### config.mk
export PLATFORM = sky130hd
export DESIGN_NAME = chgim_top
export DESIGN_NICKNAME = d
export VERILOG_FILES = /design/src/core/chgim_pkg.sv /design/src/core/chgim_mask_reg.sv /design/src/core/chgim_change_detect.sv /design/src/core/chgim_top.sv
export SDC_FILE = /design/constraint.sdc
export NUM_CORES = 1
export LEC_CHECK = 0
export ABC_AREA = 1
export BUFFER_PORTS_ARGS = -buffer_cell sky130_fd_sc_hd__buf_2
export CORE_MARGIN = 8
export CORE_UTILIZATION = 37
export CTS_CLUSTER_DIAMETER = 100
export DETAILED_ROUTE_END_ITERATION = 8
export GPL_ROUTABILITY_DRIVEN = 0
export SLEW_MARGIN = 10
export SYNTH_ARGS = -nofsm -noshare
export SYNTH_HDL_FRONTEND = slang
export SYNTH_SLANG_ARGS = --single-unit
### constraint.sdc
create_clock -name clk -period 1.1 [get_ports clk]
set_clock_uncertainty 0.15 [all_clocks]
set_input_delay 0.275 -clock clk [delete_from_list [all_inputs] [get_ports clk]]
set_output_delay 0.275 -clock clk [all_outputs]
set_load 0.1 [all_outputs]
### src/core/chgim_pkg.sv
// Package: offsets, field layout, reset values and carrier types of the charger event masks
package chgim_pkg;

    // Register offsets
    localparam logic [7:0] OFS_STATUS_IRQ_MASK_A = 8'h29;
    localparam logic [7:0] OFS_TIMER_IRQ_MASK = 8'h2a;
    localparam logic [7:0] OFS_THERMAL_ZONE_IRQ_MASK = 8'h2b;

    // Reset values
    localparam logic [7:0] RST_STATUS_IRQ_MASK_A = 8'h00;
    localparam logic [7:0] RST_TIMER_IRQ_MASK = 8'h00;
    localparam logic [7:0] RST_THERMAL_ZONE_IRQ_MASK = 8'h00;

    // Writable bits; the rest are reserved and read as zero
    localparam logic [7:0] WR_STATUS_IRQ_MASK_A = 8'hd7;
    localparam logic [7:0] WR_TIMER_IRQ_MASK = 8'h7f;
    localparam logic [7:0] WR_THERMAL_ZONE_IRQ_MASK = 8'h1f;

    // First register fields
    localparam int BIT_CHARGE_STATE = 7;
    localparam int BIT_CURRENT_OPTIMIZER = 6;
    localparam int BIT_INPUT_BUS = 4;
    localparam int BIT_THERMAL_REGULATION = 2;
    localparam int BIT_BATTERY_PRESENT = 1;
    localparam int BIT_CHARGER_DETECT = 0;

    // Second register fields
    localparam int BIT_DATA_LINE_DETECT = 6;
    localparam int BIT_ADC_DONE = 5;
    localparam int BIT_MIN_SYSTEM_REG = 4;
    localparam int BIT_FAST_CHARGE_TIMER = 3;
    localparam int BIT_TRICKLE_TIMER = 2;
    localparam int BIT_PRECHARGE_TIMER = 1;
    localparam int BIT_TOPOFF_TIMER = 0;

    // Third register fields
    localparam int BIT_BATTERY_LOW_FOR_SOURCE = 4;
    localparam int BIT_THERMISTOR_COLD = 3;
    localparam int BIT_THERMISTOR_COOL = 2;
    localparam int BIT_THERMISTOR_WARM = 1;
    localparam int BIT_THERMISTOR_HOT = 0;

    // Condition vector width; the bits that only count on entry (0 to 1)
    localparam int COND_W = 20;
    localparam logic [COND_W-1:0] COND_RISE_ONLY = 20'h04df0;

    // Interrupt pulse length in clock cycles
    localparam int INT_PULSE_CYCLES = 1;

    // Charger status condition levels
    typedef struct packed {
        logic [2:0] charge_state;
        logic current_optimizer;
        logic input_bus;
        logic thermal_regulation;
        logic battery_present;
        logic charger_detect;
        logic data_line_detect;
        logic adc_done;
        logic min_system_reg;
        logic fast_charge_timer;
        logic trickle_timer;
        logic precharge_timer;
        logic topoff_timer;
        logic battery_low_for_source;
        logic thermistor_cold;
        logic thermistor_cool;
        logic thermistor_warm;
        logic thermistor_hot;
    } chgim_cond_type;

    // Register port request
    typedef struct packed {
        logic wr;
        logic rd;
        logic [7:0] addr;
        logic [7:0] wdata;
    } chgim_reg_req_type;

endpackage

### src/core/chgim_mask_reg.sv
// One byte-wide mask register with reserved bits and clear input
`timescale 1ns/1ps
`default_nettype none
module chgim_mask_reg
    import chgim_pkg::*;
#(
    parameter logic [7:0] WR_MASK = 8'hff,
    parameter logic [7:0] RST_VAL = 8'h00
) (
    // Clock and reset
    input wire logic clk,
    input wire logic rst_b,
    // Access
    input wire logic wr_en,
    input wire logic [7:0] wdata,
    input wire logic clr,
    // Value
    output logic [7:0] q
);
    logic [7:0] q_r;
    logic [7:0] q_nxt;

    // Clear beats a write in the same cycle
    assign q_nxt = clr ? RST_VAL : (wr_en ? (wdata & WR_MASK) : q_r);

    always_ff @(posedge clk or negedge rst_b) begin
        if (!rst_b) begin
            q_r <= RST_VAL;
        end else begin
            q_r <= q_nxt;
        end
    end

    assign q = q_r;
endmodule
`default_nettype wire

### src/core/chgim_change_detect.sv
// Per-bit change detector for status levels
`timescale 1ns/1ps
`default_nettype none
module chgim_change_detect
    import chgim_pkg::*;
#(
    parameter int W = COND_W,
    parameter logic [W-1:0] RISE_ONLY = '0
) (
    // Clock and reset
    input wire logic clk,
    input wire logic rst_b,
    // Levels in, change pulses out
    input wire logic [W-1:0] level,
    output logic [W-1:0] change
);
    logic [W-1:0] prev_r;
    logic primed_r;

    always_ff @(posedge clk or negedge rst_b) begin
        if (!rst_b) begin
            prev_r <= '0;
            primed_r <= 1'b0;
        end else begin
            prev_r <= level;
            primed_r <= 1'b1;
        end
    end

    // First cycle after reset only loads, so levels already high raise nothing
    genvar i;
    generate
        for (i = 0; i < W; i++) begin : g_bit
            if (RISE_ONLY[i]) begin : g_rise
                assign change[i] = primed_r & level[i] & ~prev_r[i];
            end else begin : g_any
                assign change[i] = primed_r & (level[i] ^ prev_r[i]);
            end
        end
    endgenerate
endmodule
`default_nettype wire

### src/core/chgim_top.sv
// Charger event interrupt masks: three mask registers gating status changes onto the interrupt
// Functional notes
// Charge-state mask bit 7 of first register: 1 blocks, 0 allows pulse on change.
// First register bit 6 masks input-current-optimizer status change interrupts.
// First register bit 4 masks input bus status change interrupts.
// First register bit 2 masks interrupt on entering thermal regulation.
// First register bit 1 masks battery-present status change interrupts.
// First register bit 0 masks charger-detection status change interrupts.
// Second register bit 6 masks data-line detection done pulse.
// Second register bit 5 masks converter done pulse, one-shot mode only.
// Second register bit 4 masks minimum-system regulation entry and exit pulses.
// Second register bit 3 masks fast-charge timer expiry interrupt.
// Second register bit 2 masks trickle timer expiry interrupt.
// Second register bit 1 masks pre-charge timer expiry interrupt.
// Second register bit 0 masks top-off timer expiry interrupt.
// Third register bit 4 masks battery too low for source output interrupt.
// Third register bit 3 masks thermistor cold threshold crossing.
// Third register bit 2 masks thermistor cool threshold crossing.
// Third register bit 1 masks thermistor warm threshold crossing.
// Third register bit 0 masks thermistor hot threshold crossing.
// All mask bits read/write and power up as zero.
// Register-reset clears all masks; watchdog expiry also clears third register.
// Reserved bits read zero and ignore writes.
`timescale 1ns/1ps
`default_nettype none
module chgim_top
    import chgim_pkg::*;
#(
    parameter int PULSE_CYCLES = INT_PULSE_CYCLES
) (
    // Clock and reset
    input wire logic clk,
    input wire logic rst_b,
    // Register port
    input wire chgim_reg_req_type reg_req,
    output logic [7:0] rdata_r,
    output logic rvalid_r,
    // Device commands
    input wire logic reg_reset,
    input wire logic watchdog_expired,
    // Charger status levels
    input wire chgim_cond_type cond,
    input wire logic adc_one_shot,
    // Interrupt to host
    output logic irq_b_r
);
    localparam int CNT_W = $clog2(PULSE_CYCLES + 1);
    localparam logic [CNT_W-1:0] PULSE_LOAD = CNT_W'(PULSE_CYCLES);

    // Address decode
    wire sel_a = (reg_req.addr == OFS_STATUS_IRQ_MASK_A);
    wire sel_b = (reg_req.addr == OFS_TIMER_IRQ_MASK);
    wire sel_c = (reg_req.addr == OFS_THERMAL_ZONE_IRQ_MASK);
    wire wr_a = reg_req.wr & sel_a;
    wire wr_b = reg_req.wr & sel_b;
    wire wr_c = reg_req.wr & sel_c;
    wire clr_ab = reg_reset;
    wire clr_c = reg_reset | watchdog_expired;

    logic [7:0] mask_a;
    logic [7:0] mask_b;
    logic [7:0] mask_c;

    // Power-up zero, reserved bits held at zero by the write mask
    chgim_mask_reg #(
        .WR_MASK(WR_STATUS_IRQ_MASK_A),
        .RST_VAL(RST_STATUS_IRQ_MASK_A)
    ) u_mask_a (
        .clk(clk),
        .rst_b(rst_b),
        .wr_en(wr_a),
        .wdata(reg_req.wdata),
        .clr(clr_ab),
        .q(mask_a)
    );

    chgim_mask_reg #(
        .WR_MASK(WR_TIMER_IRQ_MASK),
        .RST_VAL(RST_TIMER_IRQ_MASK)
    ) u_mask_b (
        .clk(clk),
        .rst_b(rst_b),
        .wr_en(wr_b),
        .wdata(reg_req.wdata),
        .clr(clr_ab),
        .q(mask_b)
    );

    chgim_mask_reg #(
        .WR_MASK(WR_THERMAL_ZONE_IRQ_MASK),
        .RST_VAL(RST_THERMAL_ZONE_IRQ_MASK)
    ) u_mask_c (
        .clk(clk),
        .rst_b(rst_b),
        .wr_en(wr_c),
        .wdata(reg_req.wdata),
        .clr(clr_c),
        .q(mask_c)
    );

    // Read mux; unmapped offsets read zero
    wire [7:0] rd_mux = sel_a ? mask_a : (sel_b ? mask_b : (sel_c ? mask_c : 8'h00));

    // Status change detection
    chgim_cond_type chg;

    chgim_change_detect #(
        .W(COND_W),
        .RISE_ONLY(COND_RISE_ONLY)
    ) u_detect (
        .clk(clk),
        .rst_b(rst_b),
        .level(cond),
        .change(chg)
    );

    // Gating: a set mask bit blocks its event
    wire hit_charge_state = (|chg.charge_state) & ~mask_a[BIT_CHARGE_STATE];
    wire hit_optimizer = chg.current_optimizer & ~mask_a[BIT_CURRENT_OPTIMIZER];
    wire hit_input_bus = chg.input_bus & ~mask_a[BIT_INPUT_BUS];
    wire hit_thermal_reg = chg.thermal_regulation & ~mask_a[BIT_THERMAL_REGULATION];
    wire hit_battery_present = chg.battery_present & ~mask_a[BIT_BATTERY_PRESENT];
    wire hit_charger_detect = chg.charger_detect & ~mask_a[BIT_CHARGER_DETECT];
    wire hit_data_line = chg.data_line_detect & ~mask_b[BIT_DATA_LINE_DETECT];
    // Continuous-mode conversions never interrupt
    wire hit_adc_done = chg.adc_done & adc_one_shot & ~mask_b[BIT_ADC_DONE];
    wire hit_min_system = chg.min_system_reg & ~mask_b[BIT_MIN_SYSTEM_REG];
    wire hit_fast_timer = chg.fast_charge_timer & ~mask_b[BIT_FAST_CHARGE_TIMER];
    wire hit_trickle_timer = chg.trickle_timer & ~mask_b[BIT_TRICKLE_TIMER];
    wire hit_precharge_timer = chg.precharge_timer & ~mask_b[BIT_PRECHARGE_TIMER];
    wire hit_topoff_timer = chg.topoff_timer & ~mask_b[BIT_TOPOFF_TIMER];
    wire hit_battery_low = chg.battery_low_for_source & ~mask_c[BIT_BATTERY_LOW_FOR_SOURCE];
    wire hit_cold = chg.thermistor_cold & ~mask_c[BIT_THERMISTOR_COLD];
    wire hit_cool = chg.thermistor_cool & ~mask_c[BIT_THERMISTOR_COOL];
    wire hit_warm = chg.thermistor_warm & ~mask_c[BIT_THERMISTOR_WARM];
    wire hit_hot = chg.thermistor_hot & ~mask_c[BIT_THERMISTOR_HOT];

    wire any_hit = hit_charge_state | hit_optimizer | hit_input_bus | hit_thermal_reg |
                   hit_battery_present | hit_charger_detect | hit_data_line | hit_adc_done |
                   hit_min_system | hit_fast_timer | hit_trickle_timer | hit_precharge_timer |
                   hit_topoff_timer | hit_battery_low | hit_cold | hit_cool | hit_warm | hit_hot;

    // Pulse stretcher; a new event restarts the pulse rather than queueing a second one
    logic [CNT_W-1:0] pulse_cnt_r;
    logic [CNT_W-1:0] pulse_cnt_nxt;

    assign pulse_cnt_nxt = any_hit ? PULSE_LOAD :
                           ((pulse_cnt_r != '0) ? pulse_cnt_r - CNT_W'(1) : pulse_cnt_r);

    always_ff @(posedge clk or negedge rst_b) begin
        if (!rst_b) begin
            pulse_cnt_r <= '0;
            irq_b_r <= 1'b1;
        end else begin
            pulse_cnt_r <= pulse_cnt_nxt;
            irq_b_r <= (pulse_cnt_nxt == '0);
        end
    end

    // Read data registered, one cycle after the strobe
    always_ff @(posedge clk or negedge rst_b) begin
        if (!rst_b) begin
            rdata_r <= 8'h00;
            rvalid_r <= 1'b0;
        end else begin
            rvalid_r <= reg_req.rd;
            if (reg_req.rd) begin
                rdata_r <= rd_mux;
            end
        end
    end
endmodule
`default_nettype wire

## Word-level counts from Yosys, hierarchy flattened

Index checks and enable logic that the tools add are counted.

- $add $sub $neg: 1
- Equality and inequality tests: 3
- Mux-type cells: 11
- Bitwise logic cells: 107
- Reduce and logical (&&, ||, !) cells: 4

Operators with widths:

| kind | number |
|---|---|
| two-way mux 8 bit | 9 |
| AND 1 bit | 50 |
| inverter 1 bit | 27 |
| equality test 8 x 6 -> 1 bit, second input constant | 3 |
| bitwise OR 1 bit | 18 |
| bitwise XOR 1 bit | 12 |
| nonzero test 2 bit | 3 |
| OR reduction 3 bit | 1 |
| two-way mux 1 bit | 2 |
| subtractor 1 bit, second input constant | 1 |

- Register bits: 56
- Input bits: 43
- Output and inout bits: 10
- Word-level logic and storage cells: 135

## Logic depth before layout (Yosys ltp)

Gate-level depths: netlist of the first run.

- Word-level depth: 23
- Depth in mapped cells: 9
- Gate-level depth less buffers: 9

## By module

Synthesis of the first run repeated with hierarchy kept, for this count alone.

- Cell total of the unflattened synthesis: 329
- Area total of the unflattened synthesis: 2494.9 um^2

Modules (own cells, without submodules):

| module | instances | cells an instance | area an instance (um^2) | sequential area each (um^2) |
|---|---|---|---|---|
| chgim_top | 1 | 153 | 900.9 | 251.5 |
| chgim_change_detect | 1 | 88 | 797.0 | 525.5 |
| chgim_mask_reg at u_mask_b | 1 | 33 | 309.0 | 175.2 |
| chgim_mask_reg at u_mask_a | 1 | 29 | 259.0 | 150.1 |
| chgim_mask_reg at u_mask_c | 1 | 26 | 229.0 | 125.1 |

## Worst setup path after synthesis of the first run

No wires, ideal clock.

- Path type: flip-flop to output port
- Start: reg rdata_r[0]
- End: out rdata_r[0]
- Arrival: 0.898 ns
- Data required time: 0.675 ns
- Path slack: -0.223 ns
- Stages on the path, launching flop included: 1
- Path buffers: 0
- Cells stage by stage: dfrtp_1

RTL lines:

| item | line | text |
|---|---|---|
| start: declaration | chgim_top.sv:36 | `output logic [7:0] rdata_r,` |
| start signal: assignment | chgim_top.sv:168 | `rdata_r <= rd_mux;` |

No word-level cell between the ends.

## Final worst setup path of the first run

- Start: reg irq_b_r
- End: out irq_b_r

RTL lines:

| item | line | text |
|---|---|---|
| start: declaration | chgim_top.sv:45 | `output logic irq_b_r` |
| start signal: assignment | chgim_top.sv:156 | `irq_b_r <= (pulse_cnt_nxt == '0);` |

No word-level cell between the ends.

==> results_dict.tcl, run 1 <==
set metrics [dict create \
    netlist_area_um2 2327 \
    p_per_area_nw_per_um2 1032 \
    vias_per_cell 4.461 \
    clockBufferDepth 2 \
    grt_overflow 0 \
    die_area_um2 9084 \
    grt_pass1_vias 2114 \
    ir_drop_mv 0.7925 \
    worstSkewPairLatency_ns 0.30 \
    syn_avg_cell_area_um2 8.223 \
    path_clk_slew_ns 0.09 \
    min_to "u_mask_b.q[5]" \
    maxCapViolations 0 \
    dp_hpwl_um 4309 \
    p_int_w 0.002845 \
    async_flop_share 1.000 \
    drtAntennaViolNets 0 \
    max_stage_delay_ns 0.63 \
    hold_class "in -> reg" \
    cts_tree "yes" \
    synth_cells 283 \
    switching_share 0.2582 \
    finalCritPeriodShare 1.393 \
    wl_per_cell_um 12.65 \
    crit_required_ns 0.67 \
    setup_viol 13 \
    yosys_warnings 0 \
    htreeDepth 2 \
    critPathTopFamily "flip-flops" \
    crit_arrival_ns 1.11 \
    synthFlopType "dfrtp_1" \
    p_seq_frac 0.497 \
    seq_area_um2 1242 \
    seq_area_frac_synth 0.5274 \
    reg2reg_depth 6 \
    post-route-min-period_ns 1.532 \
    first_pass_iters 4 \
    clock_sinks 49 \
    synth_cell_types 25 \
    crit_chain "buf_12" \
    nNetsFinal 431 \
    rr_startpoint "u_mask_b.q[2]" \
    pwr-share-clk 0.337 \
    fin_ws_ns -0.4323 \
    crit_path_end_kind "output port" \
    track_usage 0.1336 \
    crit_buf_inv 1 \
    top_layer "met4" \
    initial_core_util 0.3751 \
    wl_met2_um 2866 \
    dieWidth_um 95.31 \
    fillers 560 \
    crit-reg2reg-capture "irq_b_r" \
    p_leak_nw 1.916 \
    via_count 2079 \
    fmax_ghz 0.6526 \
    wl_met3_um 303 \
    drc 0 \
    grt_max_degree 50 \
    diodes 0 \
    critical-path-slowest-cell "dfstp_4" \
    r2r_slack_ns -0.09 \
    final_layout_size_suffix_gt1_frac 0.4165 \
    pwr-share-comb 0.166 \
    core_region_area_um2 6205 \
    hp-start "reg_req[5]" \
    hold_viol_final 0 \
    routed_wl_um 5893 \
    path_class "reg -> out" \
    cp_max_fo 1 \
    numCtsBuffers 5 \
    status "finished with violations" \
    area_growth_syn_to_layout_pct 59.62 \
    synth_edf_count 0 \
    violations "negative setup slack" \
    drt_iter0_markers 95 \
    rsz0062_at_grt "true" \
    grt_pass1_wl_um 9535 \
    timing.hold.ws_ns 0.05904 \
    num_rows 29 \
    synth-seq-cells 49 \
    root_buffer "clkbuf_8" \
    met1_length_um 2659 \
    worst_setup_path_start_kind "register" \
    multiInputGateArea_um2 1107 \
    min_path_cells 3 \
    port_buffers 52 \
    drv_slew 0 \
    fp.dieH_um 95.31 \
    synth_nets 326 \
    antenna_found_initial 0 \
    power.switching_w 0.0009900 \
    fin_setup_tns_ns -2.632 \
    ioPinCount 53 \
]
metrics by stage:
step	utilization	power, W	cell area, um^2	cells	setup slack, ns
detailed placement	0.5025	0.002466	3118	434	-0.3465
global route	0.5987	0.004038	3715	466	-0.4620
finish	0.5987	0.003835	3715	466	-0.4323
global placement	0.5025	0.002457	3118	434	-0.3222
CTS	0.5604	0.003829	3477	464	-0.4454
floorplan	-	0.002191	2431	283	-0.1393
per-layer routing:
metal / track usage / vias up
met4: 0.04031 / 0
met1: 0.1647 / 952
li1: - / 1075
met2: 0.2250 / 46
met5: 0 / -
met3: 0.03307 / 6
power by group through the flow:
stage / clock [W] / sequential (W) / combinational [W]
6_report: 0.00129 / 0.00191 / 0.000635
5_1_grt: 0.00142 / 0.00191 / 0.000703
4_1_cts: 0.00133 / 0.00190 / 0.000598
3_5_place_dp: 0 / 0.00194 / 0.000526
3_3_place_gp: 0 / 0.00194 / 0.000520
2_1_floorplan: 0 / 0.00197 / 0.000224
worst reg2reg max path: stages (launching register included):
cell and delay (ns):
dfrtp_1 0.40, nor2_1 0.06, nand2_1 0.07, o21ai_2 0.07
nor2_2 0.10, nand3_1 0.09, o21bai_1 0.18
cells in the mapped netlist, types with 2 or more instances:
master    number  area (um^2)
nand2_1       79        296.5
inv_1         49        183.9
nand2_2        7        43.79
dfrtp_1       48         1201
o21ai_0        7        35.03
nor2_4         2        22.52
nand3_2        2        20.02
inv_2          4        15.01
o21ai_2        4        35.03
nand3b_1       2        15.01
nand3_1       45        225.2
nand2_4        3        33.78
o21ai_1        2        10.01
nor2_1        18        67.56
flip-flops by register name, indices dropped and copies added, names as in the netlist:
| signal | flops |
|---|---|
| u_mask_c.q | 5 |
| rvalid_r | 1 |
| u_detect.primed_r | 1 |
| u_mask_b.q | 7 |
| rdata_r | 8 |
| u_mask_a.q | 6 |
| u_detect.prev_r | 20 |
| irq_b_r | 1 |
worst max path at each step:
stage	slack, ns	to	from	cells past startpoint
after floorplan	-0.14	u_mask_b.q[3]	reg_req[10]	9
final	-0.43	irq_b_r	irq_b_r	1
after global routing	-0.46	irq_b_r	irq_b_r	1
after global placement	-0.32	u_mask_b.q[0]	reg_req[10]	9
after CTS	-0.45	irq_b_r	irq_b_r	1
after detailed placement	-0.35	u_mask_b.q[1]	reg_req[10]	10
layout make-up:
class | instances | share of cell area
clock buffer | 6 | 0.01954
multi-input combinational | 177 | 0.2981
tap | 77 | 0.02593
clock inverter | 2 | 0.01044
timing repair buffer | 101 | 0.2452
inverter | 54 | 0.06635
sequential | 49 | 0.3345
timing repair:
item	in CTS	in global routing
buffers inserted	0	2
hold buffers	22	0
gates cloned	0	1
endpoints found under the setup margin	20	30
gates resized for setup	9	48
pin swaps	9	32
hold endpoints to repair	69	0
cell usage in the layout (no fill, tap or decap), types with 2 or more instances in the layout:
cell            n
nor2_4          3
buf_6           6
nand2_8         3
dfrtp_2         9
nand2_4         4
nand3b_1        2
nand3_1        18
nor2_2          4
o21ai_2         5
buf_12         14
inv_4           2
nor2_1         13
dlygate4sd3_1  22
inv_1          48
o21ai_1         7
nand2_1        73
buf_4          19
nand2_2        10
dfrtp_1        39
nand3_4         3
clkbuf_8        5
inv_6           2
buf_2          40
nand3_2        26
kinds of logic (layout without fill, tap and decap cells):
| logic type | after synthesis | in the layout | synth area share |
|---|---|---|---|
| compound gates | 15 | 15 | 0.04086 |
| buf+inv | 58 | 163 | 0.1064 |
| flops | 49 | 49 | 0.5274 |
| other cells | 1 | 1 | 0.001611 |
| simple gates | 160 | 161 | 0.3237 |
Note: power is estimated with default switching activity, not from simulation.
==> run 2: changes to the inputs <==
RECOVER_POWER = 50   (was unset)
==> run 2 against run 1 <==
  * The run still ends with negative setup slack left
  * Register-to-register slack about the same
  * Routed wire length up 0.27%
  * Design area down 0.57%
  * Sequential power about the same
  * Sequential share of layout area up 0.19 points
  * Cell count unchanged
  * Largest cell class unchanged
  * Largest power group unchanged
  * Highest routed layer unchanged
==> results_dict.tcl, run 2 (synthesis results as in run 1) <==
set metrics [dict create \
    placed_area_um2 3118 \
    crit_arrival_ns 1.11 \
    busiest_layer "met2" \
    hold_viol_final 0 \
    setup_viol 13 \
    routed_wl_um 5909 \
    path_class "reg -> out" \
    final_common_cell "nand2_1" \
    violations "negative setup slack" \
    vias_per_cell 4.459 \
    diodes 0 \
    numCtsBuffers 5 \
    hold_class "in -> reg" \
    power.switching_w 0.0009873 \
    drt_iter0_markers 98 \
    grt_pass1_vias 2114 \
    crit-reg2reg-capture "irq_b_r" \
    drc 0 \
    p_seq_frac 0.499 \
    crit_path_end_kind "output port" \
    nNetsFinal 431 \
    initial_core_util 0.3751 \
    core_region_area_um2 6205 \
    clock_sinks 49 \
    post-route-min-period_ns 1.531 \
    max_flop_register "u_detect.prev_r" \
    final_layout_size_suffix_gt1_frac 0.3907 \
    met3_usage 0.03307 \
    hp-start "reg_req[5]" \
    status "finished with violations" \
    r2r_slack_ns -0.09 \
    pwr-share-comb 0.164 \
    dieWidth_um 95.31 \
    drv_slew 0 \
    fin_ws_ns -0.4309 \
    fp.dieH_um 95.31 \
    placement.setup.worst_slack_ns -0.3465 \
    fmax_ghz 0.6532 \
    drtAntennaViolNets 0 \
    timing.hold.ws_ns 0.05910 \
    cts_tree "yes" \
    largest_reg_flops 20 \
    grt_max_degree 50 \
    cp.depth 1 \
    ir_drop_mv 0.7896 \
    p_int_w 0.002835 \
    first_pass_iters 4 \
    fin_setup_tns_ns -2.632 \
    use_met1 0.1647 \
    pwr-share-clk 0.338 \
    dp_hpwl_um 4309 \
    p_per_area_nw_per_um2 1035 \
    rr_startpoint "u_mask_b.q[2]" \
    antenna_found_initial 0 \
    wl_per_cell_um 12.68 \
    grt_overflow 0 \
    htreeDepth 2 \
    clockBufferDepth 2 \
    crit_chain "buf_12" \
    crit_buf_inv 1 \
    track_usage 0.1336 \
    die_area_um2 9084 \
    port_buffers 52 \
    setup.worst_path.end "irq_b_r" \
    seq_area_um2 1242 \
    critPathTopFamily "flip-flops" \
    critPathLaunch "irq_b_r" \
    crit_required_ns 0.67 \
    cp_max_fo 1 \
    path_clk_slew_ns 0.09 \
    max_stage_delay_ns 0.63 \
    num_rows 29 \
    multiInputGateArea_um2 1107 \
    ioPinCount 53 \
    via_count 2078 \
    reg2reg_depth 6 \
    p_leak_nw 1.885 \
    maxCapViolations 0 \
    rsz0062_at_grt "true" \
    final_cell_mix "nand2_1 (73), inv_1 (48), dfrtp_1 (39), buf_2 (30), nand3_2 (26)" \
    finalCritPeriodShare 1.392 \
    met2_usage 0.2250 \
    worstSkewPairLatency_ns 0.30 \
    area_growth_syn_to_layout_pct 58.71 \
    root_buffer "clkbuf_8" \
    design_area_um2 3694 \
    fillers 566 \
    switching_share 0.2583 \
    worst_setup_path_start_kind "register" \
    grt_pass1_wl_um 9535 \
    critical-path-slowest-cell "dfstp_4" \
]
[run 2: layout make-up]
| cell class | count | area share |
|---|---|---|
| clock inverters | 2 | 0.01050 |
| well taps | 77 | 0.02608 |
| inverters | 54 | 0.06673 |
| flip-flops and latches | 49 | 0.3364 |
| clock buffers | 6 | 0.01965 |
| repair buffers | 101 | 0.2409 |
| multi-input cells | 177 | 0.2998 |
[run 2: timing repair]
item	4_1_cts	5_1_grt
endpoints found under the hold margin	69	0
setup buffers	0	2
hold buffers	22	0
gates resized for setup	9	48
pin swaps	9	32
endpoints found under the setup margin	20	30
gates cloned	0	1
[run 2: worst min-delay path by stage]
stage	slack, ns	to	cells past startpoint
5_1_grt	0.07	u_mask_b.q[5]	3
6_report	0.06	u_mask_b.q[5]	3
3_3_place_gp	0.13	u_detect.prev_r[9]	2
3_5_place_dp	0.13	u_detect.prev_r[4]	2
2_1_floorplan	-0.17	rdata_r[0]	0
4_1_cts	0.05	u_mask_b.q[5]	3
[run 2: power groups by stage]
stage                     Clock (W)  Sequential (W)  Combinational (W)
after floorplan                   0         0.00197           0.000224
after global placement            0         0.00194           0.000520
after detailed placement          0         0.00194           0.000526
after CTS                   0.00133         0.00190           0.000598
after global routing        0.00142         0.00191           0.000693
final                       0.00129         0.00191           0.000626
[run 2: layer usage]
metal  vias up  share of wire
met5         -              0
met4         0          0.011
met3         6          0.051
met2        46           0.49
met1       951           0.45
li1       1075              -
[run 2: metrics by stage]
stage | cells | util | power, W
after floorplan | 283 | - | 0.002191
after global placement | 434 | 0.5025 | 0.002457
after detailed placement | 434 | 0.5025 | 0.002466
after CTS | 464 | 0.5604 | 0.003829
after global routing | 466 | 0.5953 | 0.004028
final | 466 | 0.5953 | 0.003823
